`config.mk`:
```
export PLATFORM = sky130hd
export DESIGN_NAME = prxcfg_top
export DESIGN_NICKNAME = d
export VERILOG_FILES = /design/src/core/prxcfg_pkg.sv /design/src/core/prxcfg_gain.sv /design/src/core/prxcfg_top.sv
export SDC_FILE = /design/constraint.sdc
export NUM_CORES = 1
export LEC_CHECK = 0
export BUFFER_PORTS_ARGS = -buffer_cell sky130_fd_sc_hd__buf_4
export CAP_MARGIN = 10
export CORE_MARGIN = 10
export CORE_UTILIZATION = 44
export CTS_CLUSTER_SIZE = 28
export DETAILED_ROUTE_END_ITERATION = 10
export GPL_TIMING_DRIVEN = 0
export PLACE_DENSITY_LB_ADDON = 0.1
export SYNTH_ARGS = -nofsm -noshare
export SYNTH_HDL_FRONTEND = slang
export SYNTH_SLANG_ARGS = --single-unit
```
`constraint.sdc`:
```
create_clock -name REF_CLK_I -period 1.45 [get_ports REF_CLK_I]
set_input_delay 0.145 -clock REF_CLK_I [delete_from_list [all_inputs] [get_ports REF_CLK_I]]
set_output_delay 0.145 -clock REF_CLK_I [all_outputs]
set_load 0.05 [all_outputs]
```
`src/core/prxcfg_pkg.sv`:
```
package prxcfg_pkg;
  // Register byte addresses on the serial register port
  localparam logic [7:0] ADDR_PROX_RESULT = 8'h9c;
  localparam logic [7:0] ADDR_OFFSET_NE = 8'h9d;
  localparam logic [7:0] ADDR_OFFSET_SW = 8'h9e;
  localparam logic [7:0] ADDR_DIODE_CFG = 8'h9f;
  // Field positions in diode_select_config
  localparam int CFG_PAIR_GAIN_COMP = 5;
  localparam int CFG_SLEEP_AFTER_IRQ = 4;
  localparam int CFG_MASK_NORTH = 3;
  localparam int CFG_MASK_SOUTH = 2;
  localparam int CFG_MASK_WEST = 1;
  localparam int CFG_MASK_EAST = 0;
  localparam logic [7:0] CFG_WRITE_MASK = 8'h3f;
  // Values after reset
  localparam logic [7:0] RST_OFFSET = 8'h00;
  localparam logic [7:0] RST_CFG = 8'h00;
  localparam logic [7:0] RST_RESULT = 8'h00;
  // Result limits
  localparam logic [7:0] HALF_SCALE = 8'h7f;
  localparam logic [7:0] FULL_SCALE = 8'hff;

  // Register access request from the serial front end
  typedef struct packed {
    logic rd;
    logic wr;
    logic [7:0] addr;
    logic [7:0] wdata;
  } prxcfg_req_t;

  // Offset corrections and diode selection handed to the analog path
  typedef struct packed {
    logic [7:0] offset_ne;
    logic [7:0] offset_sw;
    logic [3:0] diode_en;
    logic pair_ne_en;
    logic pair_sw_en;
  } prxcfg_afe_t;

  // Sequencer states as seen around the sleep decision point
  typedef enum logic [1:0] {
    SEQ_RUN = 2'b00,
    SEQ_DECIDE = 2'b01,
    SEQ_SLEEP = 2'b10
  } prxcfg_seq_t;
endpackage

```
`src/core/prxcfg_gain.sv`:
```
`timescale 1ns/1ps
module prxcfg_gain (
  // Clock and reset
  input wire logic clk_i,
  input wire logic rst_i,
  // Raw conversion and compensation enable
  input wire logic load_i,
  input wire logic [7:0] raw_i,
  input wire logic comp_i,
  // Stored result
  output logic [7:0] result_o
);
  import prxcfg_pkg::*;

  logic [8:0] doubled;

  // Double the raw code; the ninth bit flags overflow
  assign doubled = {raw_i, 1'b0};

  // Saturate instead of wrapping so a near-object never reads as far
  always_ff @(posedge clk_i) begin
    if (rst_i) begin
      result_o <= RST_RESULT;
    end else if (load_i) begin
      if (!comp_i) begin
        result_o <= raw_i;
      end else if (doubled[8]) begin
        result_o <= FULL_SCALE;
      end else begin
        result_o <= doubled[7:0];
      end
    end
  end
endmodule // prxcfg_gain

```
`src/core/prxcfg_top.sv`:
```
`timescale 1ns/1ps
// What this block does
// - Proximity result readable as one 8-bit byte at 0x9C.
// - Reading the result byte clears the proximity-valid flag unless a conversion completes in the same cycle.
// - Writable 8-bit north/east crosstalk offset at 0x9D.
// - Writable 8-bit south/west crosstalk offset at 0x9E.
// - Offsets are sign/magnitude: top bit negative, seven magnitude bits.
// - North with east form one pair; south with west the other.
// - With one diode of a pair, result tops out at 127.
// - Gain compensation bit 5 doubles the result, saturating at 255; a one-diode result tops out at 254.
// - Sleep-after-interrupt bit 4 sleeps at decision point while irq high.
// - Host clears interrupt; device then resumes normal sequencing.
// - Mask bits N3, S2, W1, E0 set to 1 remove that diode.
module prxcfg_top (
  // Clock and reset
  input wire logic REF_CLK_I,
  input wire logic SYS_RST_I,
  // Register access from the serial front end
  input wire prxcfg_pkg::prxcfg_req_t REQ_I,
  output logic [7:0] RDATA_O,
  // Conversion result from the analog path
  input wire logic CONV_DONE_I,
  input wire logic [7:0] CONV_RAW_I,
  input wire logic HALF_RAW_I,
  // Sequencer hooks
  input wire logic SEQ_AT_DECISION_I,
  input wire logic IRQ_PIN_I,
  output logic SLEEP_O,
  // Analog settings and status
  output prxcfg_pkg::prxcfg_afe_t AFE_O,
  output logic PROX_RESULT_VALID_O
);
  import prxcfg_pkg::*;

  logic [7:0] offset_ne_q;
  logic [7:0] offset_sw_q;
  logic [7:0] cfg_q;
  logic valid_q;
  logic [7:0] result;
  logic [7:0] raw_lim;
  logic irq_meta_q;
  logic irq_q;
  logic dec_meta_q;
  logic dec_q;
  prxcfg_seq_t seq_q;
  prxcfg_seq_t seq_d;
  logic [3:0] diode_en;

  // Sign/magnitude magnitude of an offset, shared by both pairs
  function automatic logic [6:0] sm_mag(input logic [7:0] v);
    sm_mag = v[6:0];
  endfunction

  // Offset registers; the top bit only carries the sign
  always_ff @(posedge REF_CLK_I) begin
    if (SYS_RST_I) begin
      offset_ne_q <= RST_OFFSET;
      offset_sw_q <= RST_OFFSET;
    end else if (REQ_I.wr) begin
      if (REQ_I.addr == ADDR_OFFSET_NE) begin
        offset_ne_q <= REQ_I.wdata;
      end else if (REQ_I.addr == ADDR_OFFSET_SW) begin
        offset_sw_q <= REQ_I.wdata;
      end
    end
  end

  // Config register; bits 7:6 are not stored so a careless write is harmless
  always_ff @(posedge REF_CLK_I) begin
    if (SYS_RST_I) begin
      cfg_q <= RST_CFG;
    end else if (REQ_I.wr && REQ_I.addr == ADDR_DIODE_CFG) begin
      cfg_q <= REQ_I.wdata & CFG_WRITE_MASK;
    end
  end

  // A set mask bit removes its diode from the pairs
  assign diode_en[CFG_MASK_NORTH] = !cfg_q[CFG_MASK_NORTH];
  assign diode_en[CFG_MASK_SOUTH] = !cfg_q[CFG_MASK_SOUTH];
  assign diode_en[CFG_MASK_WEST] = !cfg_q[CFG_MASK_WEST];
  assign diode_en[CFG_MASK_EAST] = !cfg_q[CFG_MASK_EAST];

  // Pair wiring toward the analog path, registered for clean timing
  always_ff @(posedge REF_CLK_I) begin
    if (SYS_RST_I) begin
      AFE_O <= '0;
    end else begin
      AFE_O.offset_ne <= {offset_ne_q[7], sm_mag(offset_ne_q)};
      AFE_O.offset_sw <= {offset_sw_q[7], sm_mag(offset_sw_q)};
      AFE_O.diode_en <= diode_en;
      AFE_O.pair_ne_en <= diode_en[CFG_MASK_NORTH] | diode_en[CFG_MASK_EAST];
      AFE_O.pair_sw_en <= diode_en[CFG_MASK_SOUTH] | diode_en[CFG_MASK_WEST];
    end
  end

  // Half signal from a single diode cannot exceed half scale
  assign raw_lim = (HALF_RAW_I && CONV_RAW_I > HALF_SCALE) ? HALF_SCALE
                   : CONV_RAW_I;

  // Result store with optional doubling
  prxcfg_gain u_gain (
    .clk_i(REF_CLK_I),
    .rst_i(SYS_RST_I),
    .load_i(CONV_DONE_I),
    .raw_i(raw_lim),
    .comp_i(cfg_q[CFG_PAIR_GAIN_COMP]),
    .result_o(result)
  );

  // Valid flag; a new conversion wins over a clearing read
  always_ff @(posedge REF_CLK_I) begin
    if (SYS_RST_I) begin
      valid_q <= 1'b0;
    end else if (CONV_DONE_I) begin
      valid_q <= 1'b1;
    end else if (REQ_I.rd && REQ_I.addr == ADDR_PROX_RESULT) begin
      valid_q <= 1'b0;
    end
  end
  assign PROX_RESULT_VALID_O = valid_q;

  // Read data; unmapped addresses read as zero
  always_ff @(posedge REF_CLK_I) begin
    if (SYS_RST_I) begin
      RDATA_O <= 8'h00;
    end else if (REQ_I.rd) begin
      if (REQ_I.addr == ADDR_PROX_RESULT) begin
        RDATA_O <= result;
      end else if (REQ_I.addr == ADDR_OFFSET_NE) begin
        RDATA_O <= offset_ne_q;
      end else if (REQ_I.addr == ADDR_OFFSET_SW) begin
        RDATA_O <= offset_sw_q;
      end else if (REQ_I.addr == ADDR_DIODE_CFG) begin
        RDATA_O <= cfg_q;
      end else begin
        RDATA_O <= 8'h00;
      end
    end
  end

  // Interrupt pin and decision strobe come from outside: two flops each
  always_ff @(posedge REF_CLK_I) begin
    if (SYS_RST_I) begin
      irq_meta_q <= 1'b0;
      irq_q <= 1'b0;
      dec_meta_q <= 1'b0;
      dec_q <= 1'b0;
    end else begin
      irq_meta_q <= IRQ_PIN_I;
      irq_q <= irq_meta_q;
      dec_meta_q <= SEQ_AT_DECISION_I;
      dec_q <= dec_meta_q;
    end
  end

  // Sleep decision state
  always_comb begin
    seq_d = seq_q;
    case (seq_q)
      SEQ_RUN: begin
        if (dec_q) begin
          seq_d = SEQ_DECIDE;
        end
      end
      SEQ_DECIDE: begin
        if (cfg_q[CFG_SLEEP_AFTER_IRQ] && irq_q) begin
          seq_d = SEQ_SLEEP;
        end else begin
          seq_d = SEQ_RUN;
        end
      end
      SEQ_SLEEP: begin
        if (!irq_q) begin
          seq_d = SEQ_RUN;
        end
      end
      default: seq_d = SEQ_RUN;
    endcase
  end

  always_ff @(posedge REF_CLK_I) begin
    if (SYS_RST_I) begin
      seq_q <= SEQ_RUN;
    end else begin
      seq_q <= seq_d;
    end
  end
  assign SLEEP_O = (seq_q == SEQ_SLEEP);

  // Checks
  AST_RESULT_READ: assert property (
    @(posedge REF_CLK_I) disable iff (SYS_RST_I)
    REQ_I.rd && REQ_I.addr == ADDR_PROX_RESULT |=> RDATA_O == $past(result))
    else $error("result read data wrong");
  AST_VALID_CLR: assert property (
    @(posedge REF_CLK_I) disable iff (SYS_RST_I)
    REQ_I.rd && REQ_I.addr == ADDR_PROX_RESULT && !CONV_DONE_I |=> !valid_q)
    else $error("valid not cleared by read");
  // A conversion in the cycle of a clearing read must still leave valid set
  AST_VALID_SET: assert property (
    @(posedge REF_CLK_I) disable iff (SYS_RST_I)
    CONV_DONE_I |=> valid_q)
    else $error("valid not set by conversion");
  AST_NE_WRITE: assert property (
    @(posedge REF_CLK_I) disable iff (SYS_RST_I)
    REQ_I.wr && REQ_I.addr == ADDR_OFFSET_NE |=> ##1
    AFE_O.offset_ne == $past(REQ_I.wdata, 2))
    else $error("ne offset not applied");
  AST_SW_WRITE: assert property (
    @(posedge REF_CLK_I) disable iff (SYS_RST_I)
    REQ_I.wr && REQ_I.addr == ADDR_OFFSET_SW |=>
    offset_sw_q == $past(REQ_I.wdata))
    else $error("sw offset not stored");
  AST_CFG_RSV: assert property (
    @(posedge REF_CLK_I) disable iff (SYS_RST_I)
    cfg_q[7:6] == 2'b00)
    else $error("reserved config bits stored");
  AST_HALF: assert property (
    @(posedge REF_CLK_I) disable iff (SYS_RST_I)
    CONV_DONE_I && HALF_RAW_I && !cfg_q[CFG_PAIR_GAIN_COMP] |=>
    result <= HALF_SCALE)
    else $error("half signal above 127");
  AST_SAT: assert property (
    @(posedge REF_CLK_I) disable iff (SYS_RST_I)
    CONV_DONE_I && cfg_q[CFG_PAIR_GAIN_COMP] && raw_lim[7] |=>
    result == FULL_SCALE)
    else $error("compensated result not saturated");
  AST_SLEEP: assert property (
    @(posedge REF_CLK_I) disable iff (SYS_RST_I)
    seq_q == SEQ_DECIDE && cfg_q[CFG_SLEEP_AFTER_IRQ] && irq_q |=> SLEEP_O)
    else $error("no sleep after interrupt");
  AST_WAKE: assert property (
    @(posedge REF_CLK_I) disable iff (SYS_RST_I)
    SLEEP_O && !irq_q |=> !SLEEP_O)
    else $error("no wake after clear");
  AST_MASK: assert property (
    @(posedge REF_CLK_I) disable iff (SYS_RST_I)
    cfg_q[CFG_MASK_NORTH] && cfg_q[CFG_MASK_EAST] |=> !AFE_O.pair_ne_en)
    else $error("masked pair still enabled");
  AST_MASK_SW: assert property (
    @(posedge REF_CLK_I) disable iff (SYS_RST_I)
    cfg_q[CFG_MASK_SOUTH] && cfg_q[CFG_MASK_WEST] |=> !AFE_O.pair_sw_en)
    else $error("masked south west pair still enabled");
endmodule // prxcfg_top

```
# Yosys cells after proc, flatten, opt, wreduce, memory -nomap -nowiden
# Cells that the tools add are included.
dict set report word_totals {
  reg_bits 67
  inputBits 32
  out_inout_bits 32
  wordCells 54
}
dict set report op_classes {
  order_cmp 1
  n_eq_ne 8
  mux 13
  bitwise 3
  reduce_logical 13
}
# op count
set ops {}
lappend ops {{$mux 8} 6}
lappend ops {{$eq 8x8->1 const B} 4}
lappend ops {{$gt 8x7->1 const B} 1}
lappend ops {{$mux 2} 3}
lappend ops {{$mux 6} 1}
lappend ops {{$pmux 2 s3} 1}
lappend ops {{$logic_and 1x1->1} 4}
lappend ops {{$logic_not 1->1} 4}
lappend ops {{$ne 2x2->1 const B} 2}
lappend ops {{$reduce_and 2->1} 2}
lappend ops {{$reduce_and 3->1} 1}
lappend ops {{$eq 2x1->1 const B} 1}
lappend ops {{$eq 2x2->1 const B} 1}
lappend ops {{$logic_not 2->1} 1}
lappend ops {{$mux 1} 2}
lappend ops {{$or 1x1->1} 2}
lappend ops {{$reduce_bool 2->1} 1}
lappend ops {{$not 1->1} 1}

# Depth between registers and ports, before layout
dict set report logic_depth {
  word_depth 5
  depth_mapped 5
  mapped_depth_nobuf 3
}

# Hierarchy
# Synthesis repeated with hierarchy kept, for this count alone.
dict set report unflattened {
  cells_unflattened 243
  area_unflattened_um2 2592.5
}
# module instances cells_per_inst area_each_um2 seq_area_each_um2
set by_module_without_submodules {}
lappend by_module_without_submodules {prxcfg_top 1 200 2185.8 1181.1}
lappend by_module_without_submodules {prxcfg_gain 1 43 406.6 160.2}

# Least setup slack after synthesis
# OpenSTA, ideal clock, no wires.
dict set report synth_timing {
  path_type {register to register}
  startpoint {register seq_q[1]}
  endpoint {register seq_q[1]}
  setup_ns 0.061
  t_arrival_ns 1.328
  required_time_ns 1.389
  setup_slack_ns 0.061
  path_stages_with_launch 3
  path_buffers 0
  period_less_slack_ns 1.389
  cell_sequence {dfxtp_1 nor2b_1 o211a_1}
}
dict set report synth_via {
  elab_chain_cells 3
  elab_cells_between_ends 7
  classes_between {4 x eq/ne; 1 x mux; 2 x reduce/logical}
}
# item line_no
set synth_lines {}
lappend synth_lines {{from (decl)} prxcfg_top.sv:45} ;# prxcfg_seq_t seq_q;
lappend synth_lines {{from (signal assigned)} prxcfg_top.sv:185} ;# seq_q <= seq_d;
lappend synth_lines {{$eq 2x2->1 *} n/a}
lappend synth_lines {{named net SLEEP_O} prxcfg_top.sv:28} ;# output logic SLEEP_O,
lappend synth_lines {{$ne 2x2->1 (no source line)} n/a}
lappend synth_lines {{$reduce_and 2->1 (no source line)} n/a}
# Mark *: on every way through the listed nets, which the timed path passes. The rest lies on a longest branch.
# A chain may end at the register's enable or synchronous reset.

# Final worst setup path
dict set report layout_timing {
  startpoint {input REQ_I[13] (netlist bit)}
  endpoint {register RDATA_O[4]}
}
dict set report layout_via {
  elab_chain_cells 5
  elab_cells_between_ends 8
  classes_between {4 x eq/ne; 4 x mux}
}
# item line_no
set layout_lines {}
lappend layout_lines {{from (decl)} prxcfg_top.sv:19} ;# input wire prxcfg_pkg::prxcfg_req_t REQ_I,
lappend layout_lines {{$eq 8x8->1} prxcfg_top.sv:133} ;# end else if (REQ_I.addr == ADDR_DIODE_CFG) begin
lappend layout_lines {{$mux 6} prxcfg_top.sv:133}
lappend layout_lines {{$mux 8} prxcfg_top.sv:131} ;# end else if (REQ_I.addr == ADDR_OFFSET_SW) begin
lappend layout_lines {{$mux 8} prxcfg_top.sv:129} ;# end else if (REQ_I.addr == ADDR_OFFSET_NE) begin
lappend layout_lines {{$mux 8 *} prxcfg_top.sv:127} ;# if (REQ_I.addr == ADDR_PROX_RESULT) begin
lappend layout_lines {{to (signal assigned)} prxcfg_top.sv:128} ;# RDATA_O <= result;
lappend layout_lines {{to (signal assigned)} prxcfg_top.sv:130} ;# RDATA_O <= offset_ne_q;
lappend layout_lines {{to (signal assigned)} prxcfg_top.sv:132} ;# RDATA_O <= offset_sw_q;
lappend layout_lines {{to (decl)} prxcfg_top.sv:20} ;# output logic [7:0] RDATA_O,
# Every way passes the cells marked *; elsewhere a longest branch is shown, timed or not.

==> impl_metrics.sql <==
INSERT INTO impl_metrics (metric_group, metric, value, unit) VALUES
('clock_tree', 'skew_pair_late_insertion_delay', '0.34', 'ns'),
('setup_path', 'slowest_delay', '0.88', 'ns'),
('worst_hold_path', 'holdPathStages', '2', ''),
('power_and_ir_drop', 'switching_share', '0.218', ''),
('floorplanning', 'die-width', '95.4', 'microns'),
('synthesis', 'synth_async_sr_flop_share', '0', ''),
('cells_and_area', 'area_delta_synth_final', '31.5', '%'),
('setup_path', 'cpMaxStageDelayCell', 'sky130_fd_sc_hd__nor4_1', ''),
('setup_path', 'crit_path_start_kind', 'primary input', ''),
('synthesis', 'synth-seq-cells', '67', ''),
('power_and_ir_drop', 'power.share.clock', '0.443', ''),
('synthesis', 'synth-seq-area-share', '0.536', ''),
('synthesis', 'compound_cell_area_share_of_the_yosys_netlist', '0.0955', ''),
('power_and_ir_drop', 'static-leakage-power', '0.00162', 'uW'),
('cells_and_area', 'antenna_cells', '0', ''),
('timing', 'final_period_minus_worst_setup_slack', '1.29', 'ns'),
('synthesis', 'synthesis.instances', '238', ''),
('global_routing', 'groute.usage.overall', '0.142', ''),
('cells_and_area', 'final_net_count', '343', ''),
('placed_design', 'estimated_wirelength_of_the_detail_placed_design', '4870', 'microns'),
('synthesis', 'synth_top_area_cell', 'sky130_fd_sc_hd__dfxtp_1', ''),
('synthesis', 'synthesis.area_per_instance', '10.5', 'sq um'),
('synthesis', 'synth_top_cell_area_share', '0.536', ''),
('synthesis', 'top_area_cells_in_the_synthesized_netlist', 'sky130_fd_sc_hd__dfxtp_1 (54%), sky130_fd_sc_hd__mux2i_1 (9.6%), sky130_fd_sc_hd__nand2_1 (5.8%)', ''),
('global_routing', 'antenna_violations_before_repair', '0', ''),
('cells_and_area', 'finalCoreUtilization', '0.598', ''),
('clock_tree', 'clkTransAtPathRegs', '0.07', 'ns'),
('worst_hold_path', 'holdCritPathClass', 'in -> reg', ''),
('cells_and_area', 'layout.filler_cells', '515', ''),
('drt', 'route.antenna.remaining_nets', '0', ''),
('clock_tree', 'post_cts.repair.setup_buffers', '0', ''),
('drt', 'routedWlPerCell', '16.4', 'microns'),
('global_routing', 'globalRouteOverflowTotal', '0', ''),
('drt', 'first_pass_iters', '4', ''),
('global_routing', 'grt_pass1_wl', '9900', 'microns'),
('drt', 'route.detailed.vias_per_inst', '5.02', ''),
('setup_path', 'crit_fanout', '6', ''),
('placed_design', 'gp_congestion', '0.803', ''),
('power_and_ir_drop', 'internal_power', '3060', 'uW'),
('clock_tree', 'tritoncts.num_buffers', '9', ''),
('timing', 'timing.fmax', '773', 'MHz'),
('synthesis', 'post_synth_fa_ha_maj_area_fraction', '0', ''),
('setup_path', 'critPathArrivalTime', '1.57', 'ns'),
('synthesis', 'synth-warning-count', '0', ''),
('global_routing', 'grt_max_degree', '12', ''),
('timing', 'report.final.slew_viol_count', '0', ''),
('setup_path', 'critPathRequiredTime', '1.73', 'ns'),
('timing', 'clock-skew-final', '0.00765', 'ns'),
('timing', 'final_hold_violations', '0', ''),
('cells_and_area', 'proportion_of_layout_cells_with_a_drive_suffix_above_1', '0.313', ''),
('setup_path', 'crit_path_end_kind', 'flip-flop', ''),
('power_and_ir_drop', 'share_seq_of_total_power', '0.481', ''),
('timing', 'timing.final.crit_share', '0.893', ''),
('synthesis', 'post_synth_mux_area_share', '0.150', ''),
('synthesis', 'synth.net_count', '270', ''),
('floorplanning', 'io_pins', '64', ''),
('synthesis', 'post_synth_xor_area_fraction', '0', ''),
('run', 'maxCapViolations', '0', ''),
('outcome', 'run_status', 'complete, no violations', ''),
('global_routing', 'via_count_of_the_first_global_routing_pass', '1971', ''),
('drt', 'routed-via-count', '1947', ''),
('synthesis', 'yosys.area_share.simple', '0.163', ''),
('synthesis', 'unique_masters_post_synth', '35', ''),
('cells_and_area', 'layout.cells.most_common_list', 'sky130_fd_sc_hd__dfxtp_1 (67), sky130_fd_sc_hd__buf_4 (63), sky130_fd_sc_hd__nand2_1 (39), sky130_fd_sc_hd__mux2i_1 (24), sky130_fd_sc_hd__inv_1 (22)', ''),
('power_and_ir_drop', 'fin_total_pwr', '3920', 'uW'),
('setup_path', 'worstRegToRegCells', '2', ''),
('clock_tree', 'cts_max_level', '3', ''),
('floorplanning', 'initial_utilization', '0.455', ''),
('timing', 'worst_slew_margin_relative_to_its_limit', '0.243', ''),
('clock_tree', 'number_of_clock_sinks_seen_by_cts', '67', ''),
('floorplanning', 'floorplan.die_area', '9110', 'sq um');
[final cells by class]
class | instances | area [sq um] | share of cell area
buffer | 12 | 52.6 | 0.0160
clock buffer | 12 | 155 | 0.0471
clock inverter | 4 | 72.6 | 0.0220
inverter | 22 | 82.6 | 0.0251
multi-input combinational | 136 | 1020 | 0.311
sequential | 67 | 1340 | 0.407
tap | 72 | 90.1 | 0.0274
timing repair buffer | 63 | 475 | 0.144
[worst paths after layout]
check	from	end	slack [ns]
worst max-delay path	REQ_I[13]	RDATA_O[4]	0.16
worst min-delay path	SEQ_AT_DECISION_I	dec_meta_q	0.02
worst max register to register	cfg_q[5]	RDATA_O[5]	0.23
worst min register to register	dec_meta_q	dec_q	0.44
[registers in the layout, indices dropped and copies added, names as in the netlist]
signal / count
dec_meta_q: 1
RDATA_O: 8
offset_ne_q: 8
offset_sw_q: 8
irq_q: 1
seq_q: 2
cfg_q: 6
irq_meta_q: 1
AFE_O: 22
dec_q: 1
PROX_RESULT_VALID_O: 1
u_gain.result_o: 8
[metrics by stage]
step                      hold WS [ns]  setup WS, ns  cells  instance area [sq um]  setup TNS, ns
final                           0.0180         0.156    388                   3290              0
after global routing            0.0370        0.0480    388                   3290              0
after CTS                      0.00371        0.0819    389                   3300              0
after detailed placement         0.363        -0.142    372                   3060          -1.09
after global placement           0.355        -0.104    372                   3060         -0.956
after floorplan                  0.217        0.0612    238                   2500              0
[per-layer routing]
layer	part of all wire	wire, microns	track usage
met1	0.42	2680	0.167
met2	0.47	2990	0.226
met3	0.091	580	0.0628
met4	0.015	97	0.0516
met5	0	0	0
[cell usage after synthesis (all sizes together), types with 2 or more instances]
| cell | number |
|---|---|
| o32ai | 2 |
| dfxtp | 67 |
| nor4 | 2 |
| inv | 22 |
| o221ai | 7 |
| mux2i | 24 |
| a2bb2oi | 2 |
| nor2 | 6 |
| nand2b | 2 |
| nand2 | 39 |
| mux4 | 6 |
| buf | 4 |
| a21oi | 10 |
| nand4 | 2 |
| a32o | 6 |
| clkbuf | 9 |
| nor2b | 7 |
| or2 | 8 |
[critical path: cells and delay by family]
kind	cells	cell delay [ns]
buffers and inverters	1	0.11
AOI/OAI and AO/OA	1	0.21
and+or+nand+nor	2	1.09
[power by group through the flow]
stage,Clock (uW),Combinational (uW),Sequential [uW]
2_1_floorplan,0,127,1960
3_5_place_dp,0,297,1930
4_1_cts,1780,300,1890
5_1_grt,1830,322,1890
6_report,1740,296,1890
3_3_place_gp,0,293,1930
[repair_timing]
item                                    CTS  global route
hold buffers                              1             0
endpoints found under the setup margin    0             2
hold endpoints to repair                  2             0
[kinds of logic (layout without fill, tap and decap cells)]
| logic type | after synthesis | in the layout |
|---|---|---|
| muxes | 30 | 30 |
| and+or+nand+nor | 75 | 75 |
| DFF | 67 | 67 |
| AOI/OAI and AO/OA | 31 | 31 |
| buffers and inverters | 35 | 113 |
Power figures use the tool's default switching activity.
